**src/css_pkg.sv**
```systemverilog
// constants and types for the charge state sequencer
package css_pkg;

  // -----------------------------------------------------------------
  // clock and timing
  // -----------------------------------------------------------------
  localparam int unsigned CLK_MHZ        = 250;
  localparam int unsigned TIMER_BITS     = 14;
  localparam int unsigned SLOW_DIV       = 50000;
  localparam int unsigned SYNC_STAGES    = 2;

  // -----------------------------------------------------------------
  // wishbone register offsets (byte addresses)
  // -----------------------------------------------------------------
  localparam logic [7:0] ADDR_STATUS     = 8'h00;
  localparam logic [7:0] ADDR_IRQ_STAT   = 8'h04;
  localparam logic [7:0] ADDR_IRQ_EN     = 8'h08;
  localparam logic [7:0] ADDR_IRQ_CLR    = 8'h0c;
  localparam logic [7:0] ADDR_TIMER      = 8'h10;
  localparam logic [7:0] ADDR_CTRL       = 8'h14;

  // -----------------------------------------------------------------
  // field positions
  // -----------------------------------------------------------------
  localparam int unsigned ST_CODE_LSB    = 0;
  localparam int unsigned ST_SHUT_BIT    = 2;
  localparam int unsigned ST_IDLE_BIT    = 3;
  localparam int unsigned ST_OSC_BIT     = 4;
  localparam int unsigned IRQ_W          = 4;
  localparam int unsigned IRQ_START      = 0;
  localparam int unsigned IRQ_BULK       = 1;
  localparam int unsigned IRQ_OVER       = 2;
  localparam int unsigned IRQ_TOPOFF_DONE = 3;
  localparam int unsigned CTRL_ABORT_BIT = 0;

  // -----------------------------------------------------------------
  // reset values
  // -----------------------------------------------------------------
  localparam logic [IRQ_W-1:0] IRQ_EN_RST = 4'h0;
  localparam logic [1:0]       CODE_RST   = 2'h0;

  // -----------------------------------------------------------------
  // charge states
  // -----------------------------------------------------------------
  typedef enum logic [2:0] {
    CSS_IDLE     = 3'b000,
    CSS_TRICKLE  = 3'b001,
    CSS_BULK     = 3'b010,
    CSS_OVER     = 3'b011,
    CSS_TOPOFF   = 3'b100,
    CSS_SHUTDOWN = 3'b101
  } css_state_t;

  localparam logic [1:0] CODE_TRICKLE = 2'b00;
  localparam logic [1:0] CODE_BULK    = 2'b01;
  localparam logic [1:0] CODE_OVER    = 2'b10;
  localparam logic [1:0] CODE_TOPOFF  = 2'b11;

endpackage

```
**src/css_sync.sv**
```systemverilog
// two-stage level synchroniser
module css_sync #(
  parameter int unsigned WIDTH = 1
) (
  // clock and reset
  input  wire logic             sys_clk,
  input  wire logic             rst_n,
  // data
  input  wire logic [WIDTH-1:0] async_in,
  output logic      [WIDTH-1:0] sync_out
);

  logic [WIDTH-1:0] meta_reg;

  always_ff @(posedge sys_clk or negedge rst_n) begin
    if (!rst_n) begin
      meta_reg <= '0;
      sync_out <= '0;
    end else begin
      meta_reg <= async_in;
      sync_out <= meta_reg;
    end
  end

endmodule

```
**src/css_timer.sv**
```systemverilog
// slow oscillator tick and overcharge counter
module css_timer #(
  parameter int unsigned DIV  = css_pkg::SLOW_DIV,
  parameter int unsigned BITS = css_pkg::TIMER_BITS
) (
  // clock and reset
  input  wire logic            sys_clk,
  input  wire logic            rst_n,
  // control
  input  wire logic            run,
  input  wire logic            clear,
  // status
  output logic                 osc_tick,
  output logic      [BITS-1:0] count,
  output logic                 expired
);

  localparam int unsigned DW = (DIV > 1) ? $clog2(DIV) : 1;
  localparam logic [DW-1:0] DIV_LAST = DW'(DIV - 1);

  logic [DW-1:0] div_reg;

  // ---------------------------------------------------------------
  // slow oscillator, stopped unless run
  // ---------------------------------------------------------------
  always_ff @(posedge sys_clk or negedge rst_n) begin
    if (!rst_n) begin
      div_reg  <= '0;
      osc_tick <= 1'b0;
    end else if (clear || !run) begin
      div_reg  <= '0;
      osc_tick <= 1'b0;
    end else if (div_reg == DIV_LAST) begin
      div_reg  <= '0;
      osc_tick <= 1'b1;
    end else begin
      div_reg  <= div_reg + 1'b1;
      osc_tick <= 1'b0;
    end
  end

  // ---------------------------------------------------------------
  // counter; expires when it wraps past all ones
  // ---------------------------------------------------------------
  always_ff @(posedge sys_clk or negedge rst_n) begin
    if (!rst_n) begin
      count   <= '0;
      expired <= 1'b0;
    end else if (clear) begin
      count   <= '0;
      expired <= 1'b0;
    end else if (run && osc_tick && !expired) begin
      count   <= count + 1'b1;
      expired <= &count;
    end
  end

endmodule

```
**src/css_top.sv**
```systemverilog
// charge state sequencer with wishbone status and interrupt registers

// Notes on behaviour
// A charge cycle starts only on a rising edge of the charge start pin and then steps through the states in order.
// The state code reads 00 trickle, 01 bulk, 10 overcharge, 11 top-off on bit1,bit0.
// Trickle charge holds while the trickle comparator says the battery is below its threshold.
// Once the trickle threshold is met the sequencer moves from trickle to bulk.
// A battery already above the trickle threshold at start goes straight to bulk.
// Bulk ends and overcharge begins when the voltage comparator sees 95 percent of the reference reached.
// The slow timer oscillator runs only in the overcharge states.
// In trickle the voltage loop output is disabled to high impedance.
// In bulk both the voltage loop and the current loop are enabled.
// In overcharge, current above the taper threshold moves to top-off with both code bits high.
// When the 14-bit overcharge timer expires the sequencer shuts down and pulls the start pin low.
// After shutdown a fresh rising edge on the start pin clears the timer and restarts charging.
// Every comparator input and the start pin are synchronised before use.
module css_top #(
  parameter int unsigned SLOW_DIV   = css_pkg::SLOW_DIV,
  parameter int unsigned TIMER_BITS = css_pkg::TIMER_BITS
) (
  // clock and reset
  input  wire logic        sys_clk,
  input  wire logic        rst_n,
  // wishbone slave
  input  wire logic        wb_cyc_i,
  input  wire logic        wb_stb_i,
  input  wire logic        wb_we_i,
  input  wire logic [7:0]  wb_adr_i,
  input  wire logic [3:0]  wb_sel_i,
  input  wire logic [31:0] wb_dat_i,
  output logic      [31:0] wb_dat_o,
  output logic             wb_ack_o,
  // comparator results
  input  wire logic        trickle_threshold_met,
  input  wire logic        battery_at_95pct,
  input  wire logic        current_above_taper,
  // charge start pin, open drain pull-down
  input  wire logic        charge_start_pin_i,
  output logic             charge_start_pin_o,
  output logic             charge_start_pin_oe,
  // state code, open drain
  output logic             state_code_bit0_o,
  output logic             state_code_bit0_oe,
  output logic             state_code_bit1_o,
  output logic             state_code_bit1_oe,
  // analog loop controls
  output logic             volt_loop_hiz,
  output logic             volt_loop_en,
  output logic             curr_loop_en,
  output logic             trickle_current_en,
  output logic             slow_osc_run,
  // interrupt
  output logic             irq
);

  // -----------------------------------------------------------------
  // input synchronisation
  // -----------------------------------------------------------------
  logic [3:0] sync_q;
  logic       start_s;
  logic       trk_ok_s;
  logic       v95_s;
  logic       taper_s;

  css_sync #(.WIDTH(4)) u_sync (
    .sys_clk  (sys_clk),
    .rst_n    (rst_n),
    .async_in ({charge_start_pin_i, trickle_threshold_met,
                battery_at_95pct, current_above_taper}),
    .sync_out (sync_q)
  );

  assign start_s  = sync_q[3];
  assign trk_ok_s = sync_q[2];
  assign v95_s    = sync_q[1];
  assign taper_s  = sync_q[0];

  logic [1:0] warm_reg;
  logic       start_d_reg;
  logic       start_rise;

  // no edge until the synchroniser has filled
  always_ff @(posedge sys_clk or negedge rst_n) begin
    if (!rst_n) begin
      warm_reg <= 2'h0;
    end else begin
      warm_reg <= {warm_reg[0], 1'b1};
    end
  end

  always_ff @(posedge sys_clk or negedge rst_n) begin
    if (!rst_n) begin
      start_d_reg <= 1'b1;
    end else begin
      start_d_reg <= warm_reg[1] ? start_s : 1'b1;
    end
  end

  assign start_rise = start_s && !start_d_reg;

  // -----------------------------------------------------------------
  // timer
  // -----------------------------------------------------------------
  css_pkg::css_state_t state_reg;
  css_pkg::css_state_t state_next;
  logic                  timer_run;
  logic                  timer_clear;
  logic                  timer_exp;
  logic [TIMER_BITS-1:0] timer_cnt;
  logic                  abort_reg;

  assign timer_run   = (state_reg == css_pkg::CSS_OVER) ||
                       (state_reg == css_pkg::CSS_TOPOFF);
  assign timer_clear = start_rise || abort_reg;

  css_timer #(
    .DIV  (SLOW_DIV),
    .BITS (TIMER_BITS)
  ) u_timer (
    .sys_clk  (sys_clk),
    .rst_n    (rst_n),
    .run      (timer_run),
    .clear    (timer_clear),
    .osc_tick (),
    .count    (timer_cnt),
    .expired  (timer_exp)
  );

  // -----------------------------------------------------------------
  // state machine
  // -----------------------------------------------------------------
  always_comb begin
    state_next = state_reg;
    case (state_reg)
      css_pkg::CSS_IDLE,
      css_pkg::CSS_SHUTDOWN: begin
        if (start_rise) begin
          state_next = trk_ok_s ? css_pkg::CSS_BULK : css_pkg::CSS_TRICKLE;
        end
      end
      css_pkg::CSS_TRICKLE: begin
        if (trk_ok_s) begin
          state_next = css_pkg::CSS_BULK;
        end
      end
      css_pkg::CSS_BULK: begin
        if (v95_s) begin
          state_next = css_pkg::CSS_OVER;
        end
      end
      css_pkg::CSS_OVER: begin
        if (timer_exp) begin
          state_next = css_pkg::CSS_SHUTDOWN;
        end else if (taper_s) begin
          state_next = css_pkg::CSS_TOPOFF;
        end
      end
      css_pkg::CSS_TOPOFF: begin
        if (timer_exp) begin
          state_next = css_pkg::CSS_SHUTDOWN;
        end
      end
      default: begin
        state_next = css_pkg::CSS_IDLE;
      end
    endcase
    if (abort_reg) begin
      state_next = css_pkg::CSS_IDLE;
    end
  end

  always_ff @(posedge sys_clk or negedge rst_n) begin
    if (!rst_n) begin
      state_reg <= css_pkg::CSS_IDLE;
    end else begin
      state_reg <= state_next;
    end
  end

  // -----------------------------------------------------------------
  // registered outputs decoded from next state
  // -----------------------------------------------------------------
  logic [1:0] code_next;

  always_comb begin
    case (state_next)
      css_pkg::CSS_BULK:   code_next = css_pkg::CODE_BULK;
      css_pkg::CSS_OVER:   code_next = css_pkg::CODE_OVER;
      css_pkg::CSS_TOPOFF: code_next = css_pkg::CODE_TOPOFF;
      default:             code_next = css_pkg::CODE_TRICKLE;
    endcase
  end

  always_ff @(posedge sys_clk or negedge rst_n) begin
    if (!rst_n) begin
      state_code_bit0_o   <= 1'b0;
      state_code_bit0_oe  <= 1'b1;
      state_code_bit1_o   <= 1'b0;
      state_code_bit1_oe  <= 1'b1;
      volt_loop_hiz       <= 1'b0;
      volt_loop_en        <= 1'b0;
      curr_loop_en        <= 1'b0;
      trickle_current_en  <= 1'b0;
      slow_osc_run        <= 1'b0;
      charge_start_pin_o  <= 1'b0;
      charge_start_pin_oe <= 1'b0;
    end else begin
      // open drain: drive low for a zero bit, release for a one
      state_code_bit0_o   <= 1'b0;
      state_code_bit0_oe  <= !code_next[0];
      state_code_bit1_o   <= 1'b0;
      state_code_bit1_oe  <= !code_next[1];
      volt_loop_hiz       <= (state_next == css_pkg::CSS_TRICKLE);
      trickle_current_en  <= (state_next == css_pkg::CSS_TRICKLE);
      volt_loop_en        <= (state_next == css_pkg::CSS_BULK) ||
                             (state_next == css_pkg::CSS_OVER) ||
                             (state_next == css_pkg::CSS_TOPOFF);
      curr_loop_en        <= (state_next == css_pkg::CSS_BULK) ||
                             (state_next == css_pkg::CSS_OVER) ||
                             (state_next == css_pkg::CSS_TOPOFF);
      slow_osc_run        <= (state_next == css_pkg::CSS_OVER) ||
                             (state_next == css_pkg::CSS_TOPOFF);
      charge_start_pin_o  <= 1'b0;
      charge_start_pin_oe <= (state_next == css_pkg::CSS_SHUTDOWN);
    end
  end

  // -----------------------------------------------------------------
  // interrupt events
  // -----------------------------------------------------------------
  logic [css_pkg::IRQ_W-1:0] evt;
  logic [css_pkg::IRQ_W-1:0] irq_stat_reg;
  logic [css_pkg::IRQ_W-1:0] irq_en_reg;
  logic [css_pkg::IRQ_W-1:0] irq_clr;
  logic                      wb_req;
  logic                      wb_wr;

  always_comb begin
    evt = '0;
    evt[css_pkg::IRQ_START] = start_rise &&
                              ((state_reg == css_pkg::CSS_IDLE) ||
                               (state_reg == css_pkg::CSS_SHUTDOWN));
    evt[css_pkg::IRQ_BULK]  = (state_next == css_pkg::CSS_BULK) &&
                              (state_reg != css_pkg::CSS_BULK);
    evt[css_pkg::IRQ_OVER]  = (state_next == css_pkg::CSS_OVER) &&
                              (state_reg != css_pkg::CSS_OVER);
    evt[css_pkg::IRQ_TOPOFF_DONE] = (state_next != state_reg) &&
                              ((state_next == css_pkg::CSS_TOPOFF) ||
                               (state_next == css_pkg::CSS_SHUTDOWN));
  end

  assign wb_req  = wb_cyc_i && wb_stb_i && !wb_ack_o;
  assign wb_wr   = wb_req && wb_we_i && wb_sel_i[0];
  assign irq_clr = (wb_wr && (wb_adr_i == css_pkg::ADDR_IRQ_CLR)) ?
                   wb_dat_i[css_pkg::IRQ_W-1:0] : '0;

  // set wins over clear
  always_ff @(posedge sys_clk or negedge rst_n) begin
    if (!rst_n) begin
      irq_stat_reg <= '0;
    end else begin
      irq_stat_reg <= (irq_stat_reg & ~irq_clr) | evt;
    end
  end

  always_ff @(posedge sys_clk or negedge rst_n) begin
    if (!rst_n) begin
      irq_en_reg <= css_pkg::IRQ_EN_RST;
    end else if (wb_wr && (wb_adr_i == css_pkg::ADDR_IRQ_EN)) begin
      irq_en_reg <= wb_dat_i[css_pkg::IRQ_W-1:0];
    end
  end

  always_ff @(posedge sys_clk or negedge rst_n) begin
    if (!rst_n) begin
      irq <= 1'b0;
    end else begin
      irq <= |((((irq_stat_reg & ~irq_clr) | evt)) & irq_en_reg);
    end
  end

  // -----------------------------------------------------------------
  // software abort: one-cycle strobe back to idle
  // -----------------------------------------------------------------
  always_ff @(posedge sys_clk or negedge rst_n) begin
    if (!rst_n) begin
      abort_reg <= 1'b0;
    end else begin
      abort_reg <= wb_wr && (wb_adr_i == css_pkg::ADDR_CTRL) &&
                   wb_dat_i[css_pkg::CTRL_ABORT_BIT];
    end
  end

  // -----------------------------------------------------------------
  // wishbone read and ack
  // -----------------------------------------------------------------
  logic [31:0] rd_data;

  always_comb begin
    rd_data = '0;
    case (wb_adr_i)
      css_pkg::ADDR_STATUS: begin
        rd_data[css_pkg::ST_CODE_LSB +: 2] = {!state_code_bit1_oe, !state_code_bit0_oe};
        rd_data[css_pkg::ST_SHUT_BIT]      = (state_reg == css_pkg::CSS_SHUTDOWN);
        rd_data[css_pkg::ST_IDLE_BIT]      = (state_reg == css_pkg::CSS_IDLE);
        rd_data[css_pkg::ST_OSC_BIT]       = slow_osc_run;
      end
      css_pkg::ADDR_IRQ_STAT: rd_data[css_pkg::IRQ_W-1:0] = irq_stat_reg;
      css_pkg::ADDR_IRQ_EN:   rd_data[css_pkg::IRQ_W-1:0] = irq_en_reg;
      css_pkg::ADDR_TIMER:    rd_data[TIMER_BITS-1:0]     = timer_cnt;
      default:                rd_data = '0;
    endcase
  end

  always_ff @(posedge sys_clk or negedge rst_n) begin
    if (!rst_n) begin
      wb_ack_o <= 1'b0;
      wb_dat_o <= '0;
    end else begin
      wb_ack_o <= wb_req;
      wb_dat_o <= (wb_req && !wb_we_i) ? rd_data : '0;
    end
  end

endmodule

```
**config.mk**
```make
export PLATFORM = sky130hd
export DESIGN_NAME = css_top
export DESIGN_NICKNAME = d
export VERILOG_FILES = /design/src/css_pkg.sv /design/src/css_sync.sv /design/src/css_timer.sv /design/src/css_top.sv
export SDC_FILE = /design/constraint.sdc
export NUM_CORES = 1
export LEC_CHECK = 0
export ABC_AREA = 1
export CAP_MARGIN = 20
export CORE_ASPECT_RATIO = 1.25
export CORE_MARGIN = 3
export CORE_UTILIZATION = 55
export CTS_CLUSTER_DIAMETER = 200
export DETAILED_ROUTE_END_ITERATION = 12
export DONT_BUFFER_PORTS = 1
export PLACE_DENSITY = 0.7
export SLEW_MARGIN = 25
export SYNTH_ARGS = -nofsm -noshare
export SYNTH_HDL_FRONTEND = slang
export SYNTH_HIERARCHICAL = 1
export SYNTH_SLANG_ARGS = --single-unit
```
**constraint.sdc**
```tcl
create_clock -name sys_clk -period 2.1 [get_ports sys_clk]
set_input_delay 0.21 -clock sys_clk [delete_from_list [all_inputs] [get_ports sys_clk]]
set_output_delay 0.21 -clock sys_clk [all_outputs]
set_load 0.01 [all_outputs]
```
**Word-level counts from Yosys, hierarchy flattened**

Index checks and enable logic that the tools add are counted.

- Register bits: 77
- Bits of input ports: 53
- Output and inout port bits: 45

- Add/sub/neg operators: 2
- Equal/unequal tests: 19
- Muxes and demuxes: 24
- Bitwise operators: 4
- Reduce and logical (&&, ||, !) cells: 39

Operators with widths:

| operator | number |
|---|---|
| 2-to-1 mux 14 bit | 3 |
| 2-to-1 mux 16 bit | 2 |
| 2-to-1 mux 3 bit | 7 |
| adder 16 x 1 -> 16 bit, second input constant | 1 |
| == test 16 bit, second input constant | 1 |
| == test 8 x 4 -> 1 bit, second input constant | 2 |
| == test 8 x 5 -> 1 bit, second input constant | 2 |
| logical AND 1 bit | 16 |
| one-hot mux 4 bit (4 select lines) | 1 |
| one-hot mux 3 bit (5 select lines) | 1 |
| adder 14 x 1 -> 14 bit, second input constant | 1 |
| AND reduction 14 bit | 1 |
| == test 3 x 2 -> 1 bit, second input constant | 4 |
| == test 3 bit, second input constant | 4 |
| zero test 1 bit | 9 |
| 2-to-1 mux 9 bit | 1 |
| AND 4 bit | 2 |
| == test 8 x 3 -> 1 bit, second input constant | 1 |
| zero test 8 bit | 1 |
| logical OR 1 bit | 8 |
| == test 3 x 1 -> 1 bit, second input constant | 2 |
| inequality test 3 x 2 -> 1 bit, second input constant | 2 |
| one-hot mux 2 bit (3 select lines) | 1 |
| 2-to-1 mux 1 bit | 5 |
| other kinds (10) | 10 |

**Depth between registers and ports, before layout**

- Depth after elaboration: 11
- Depth in mapped cells: 13
- Gate-level depth less buffers: 12

**Cells and area by module**

The synthesis kept the hierarchy.

Modules (own cells, without submodules):

| module | instances | cells an instance | area an instance (µm²) | sequential area each (µm²) |
|---|---|---|---|---|
| css_top | 1 | 243 | 1915.6 | 929.6 |
| css_timer | 1 | 245 | 1798.0 | 800.8 |
| css_sync | 1 | 8 | 200.2 | 200.2 |

**Worst setup path before layout**

No wires, ideal clock.

- Kind: register -> register
- Start point: register state_reg[0]
- End point: register u_timer.count[6]
- Library setup time: 113 ps
- Arrival time: 1435 ps
- Slack: 552 ps
- Cell stages (with the launch flop): 12
- Path buffers: 1
- Period minus slack after synthesis: 1548 ps
- Cell sequence: dfrtp_1 -> buf_2 -> nor2_1 -> nand2_1 -> nand2_1 -> nand2_1 -> nor2_4 -> nand2_4 -> o21ai_1 -> nand2_1 -> nand2_1 -> inv_1

- Longest elaborated chain between the ends: 5
- Elaborated cells between the ends (all ways): 6

Ends and longest elaborated chain:

| element | line | RTL |
|---|---|---|
| start: declaration | css_top.sv:104 | `css_pkg::css_state_t state_reg;` |
| start signal: assignment | css_top.sv:174 | `state_reg <= css_pkg::CSS_IDLE;` |
| start signal: assignment | css_top.sv:176 | `state_reg <= state_next;` |
| == test 3 x 2 -> 1 bit / == test 3 bit (equally long branches) | css_top.sv:112, css_top.sv:113 |  |
| logical OR 1 bit * | css_top.sv:112 | `assign timer_run = (state_reg == css_pkg::CSS_OVER) \|\|` |
| via timer_run | css_top.sv:106 | `logic timer_run;` |
| logical AND 1 bit * (2 in a row) | css_timer.sv:52 | `end else if (run && osc_tick && !expired) begin` |
| nonzero test 2 bit (no line) * | n/a |  |
| end signal: assignment | css_timer.sv:53 | `count <= count + 1'b1;` |
| end: declaration | css_timer.sv:14 | `output logic [BITS-1:0] count,` |

The timed path passes the listed nets; every way through them passes the cells marked *.
A chain may end at the register's enable or synchronous reset.

**Final worst setup path**

- Start point: register state_reg[1]
- End point: register u_timer.count[6]

Same word-level chain as after synthesis.

==> impl_metrics.py <==
metrics = {
    "setup_path": {
        "critPathLaunchType": "flip-flop",
        "cp.arrival_ps": 2070,
        "worst-path-max-fanout": 7,
        "criticalPathCategory": "reg -> reg",
        "end_kind": "flip-flop",
        "worstPathRequired_ps": 2340,
    },
    "synth": {
        "ys_ff_latch": 77,
        "seq_area_frac_synth": 0.493,
        "synthCells": 496,
        "syn_area_mm2": 0.00391,
        "avgSynthCellArea_um2": 7.89,
        "netlist-cell-type-count": 37,
        "yosysWarnings": 6,
    },
    "global_route": {
        "grt_max_degree": 78,
        "grt_pass1_wl_mm": 12.6,
        "grt-ovfl-total": 0,
        "antenna_found_initial": 0,
        "grt_pass1_vias": 2913,
        "gr-usage-all-layers": 0.198,
    },
    "drt": {
        "vias": 3056,
        "post_drt_wl_per_cell_um": 12.3,
        "drtIter0Drc": 112,
        "drc": 0,
        "firstDrtPassIters": 4,
        "vias_per_cell": 5.08,
        "ant_nets": 0,
        "drt_wl_total_mm": 7.42,
    },
    "clock_network": {
        "cts_tree": "yes",
        "insertion_delay_ps": 350,
        "clockBufferDepth": 2,
        "cts_made_buffers": 9,
        "root_buffer": "clkbuf_8",
        "htree_num_levels": 3,
        "cts_setup_buffers": 0,
        "ctsResizeCount": 0,
        "cts.sinks": 77,
        "clk_pin_slew_ps": 80,
        "cts_hold_buffers": 6,
    },
    "floorplanning": {
        "start_util": 0.582,
        "die_h_um": 100,
        "die_area_mm2": 0.00817,
        "rows": 33,
        "core_mm2": 0.00673,
        "io_pins": 98,
        "die_x_um": 81.5,
    },
    "finish": {
        "most-common-layout-cells": "nand2_1 (123), nor2_1 (79), dfrtp_1 (74)",
        "final_cells": 602,
        "fill_cells": 599,
        "final_nets": 565,
        "n_antenna_cell": 0,
        "layout_commonest_cell": "nand2_1",
        "largest_reg_flops": 16,
        "seqCellArea_mm2": 0.00193,
        "fin_util": 0.624,
        "multi_input_area_mm2": 0.00164,
        "final_layout_size_suffix_gt1_frac": 0.0990,
        "syn_to_final_growth_pct": 7.26,
    },
    "place": {
        "portBuffers": 0,
        "post-place-ws_ps": 325,
        "gp_congestion": 0.879,
        "dp_cells": 580,
        "dpl.hpwl_mm": 5.44,
    },
    "timing": {
        "timing.final.ws_setup_ps": 273,
        "min_period_ps": 1830,
        "hold_slack_ps": 38.6,
        "setup_violations": 0,
        "rsz0062_at_grt": "false",
        "finClkSkew_ps": 11.2,
        "slew_viol_final": 0,
        "clock.fmax_mhz": 547,
        "final_hold_viol_count": 0,
        "tns_ps": 0,
        "period_share": 0.870,
    },
    "pwr": {
        "p_leak_nw": 1.94,
        "ir_worst_vdd_mv": 0.525,
        "p_per_area_mw_per_mm2": 827,
    },
    "worst_hold_path": {
        "hold_path.class": "in -> reg",
    },
    "run_status": {
        "outcome": "finished, final reports clean",
    },
    "flow_run": {
        "max-cap-violations": 0,
    },
}
synthesized netlist by cell type, drive strengths merged:
cell | count | area [µm²]
or2 | 2 | 12.5
o21bai | 1 | 7.51
nand4 | 6 | 37.5
conb | 2 | 7.51
xnor2 | 2 | 17.5
nand2 | 131 | 517
nor3b | 1 | 7.51
a21oi | 18 | 101
o21a | 1 | 7.51
clkinv | 1 | 3.75
nor2 | 89 | 389
nand3 | 42 | 225
a21boi | 1 | 7.51
o21ai | 19 | 98.8
xor2 | 3 | 26.3
buf | 24 | 178
nor3 | 8 | 56.3
a31oi | 3 | 18.8
nor4 | 1 | 6.26
dfrtp | 74 | 1850
inv | 60 | 225
dfstp | 3 | 78.8
clkbuf | 2 | 7.51
ha | 2 | 25.0
cell type report:
cell class | instances | share of cell area
sequential | 77 | 0.460
clock inverter | 4 | 0.0119
timing repair buffer | 9 | 0.0238
inverter | 61 | 0.0545
clock buffer | 12 | 0.0322
multi-input combinational | 352 | 0.392
tap | 87 | 0.0259
final timing paths:
path / start / end / slack, ps / cells after the start
worst max-delay path: state_reg[1] / u_timer/count[6] / 270 / 10
worst min-delay path: wb_dat_i[1] / irq_en_reg[1] / 40 / 2
worst max register to register: state_reg[1] / u_timer/count[6] / 270 / 10
worst min register to register: warm_reg[0] / warm_reg[1] / 350 / 0
max in group asynchronous: rst_n / start_d_reg / 1350 / 2
min in group asynchronous: rst_n / wb_dat_o[0] / 400 / 2
logic make-up after synthesis:
| group | share of synthesized area |
|---|---|
| compound gates | 0.0617 |
| xor+xnor | 0.0112 |
| fa+ha+maj | 0.00639 |
| buf+inv | 0.106 |
| flops | 0.493 |
| other cells | 0.00192 |
| simple gates | 0.320 |
worst max-delay path, stage by stage, from the launching register on:
cell and delay [ps]:
dfrtp_1 480, nor2_1 260, nand2_1 100, nand2_1 140
nand2_1 110, nor2_4 150, nand2_4 100, o21ai_1 210
nand2_1 90, nand2_1 60, inv_1 30
where the power goes:
part / leakage [nW] / internal, mW / switching, mW
Combinational: 0.844 / 0.200 / 0.473
Sequential: 1.01 / 1.60 / 0.134
Clock: 0.0866 / 0.548 / 0.514
stage by stage:
step	area, µm²	power [mW]
floorplan	3990	2.28
global placement	3940	2.39
global route	4200	3.70
finish	4200	3.47
detailed placement	3940	2.40
CTS	4200	3.51
metal layers:
layer | GRT usage | vias up | routed length (µm)
met1 | 0.242 | 1429 | 3170
li1 | - | 1542 | -
met2 | 0.341 | 75 | 3810
met4 | 0.0845 | 0 | 107
met3 | 0.0323 | 10 | 340
met5 | 0 | - | 0
Power figures use the tool's default switching activity.
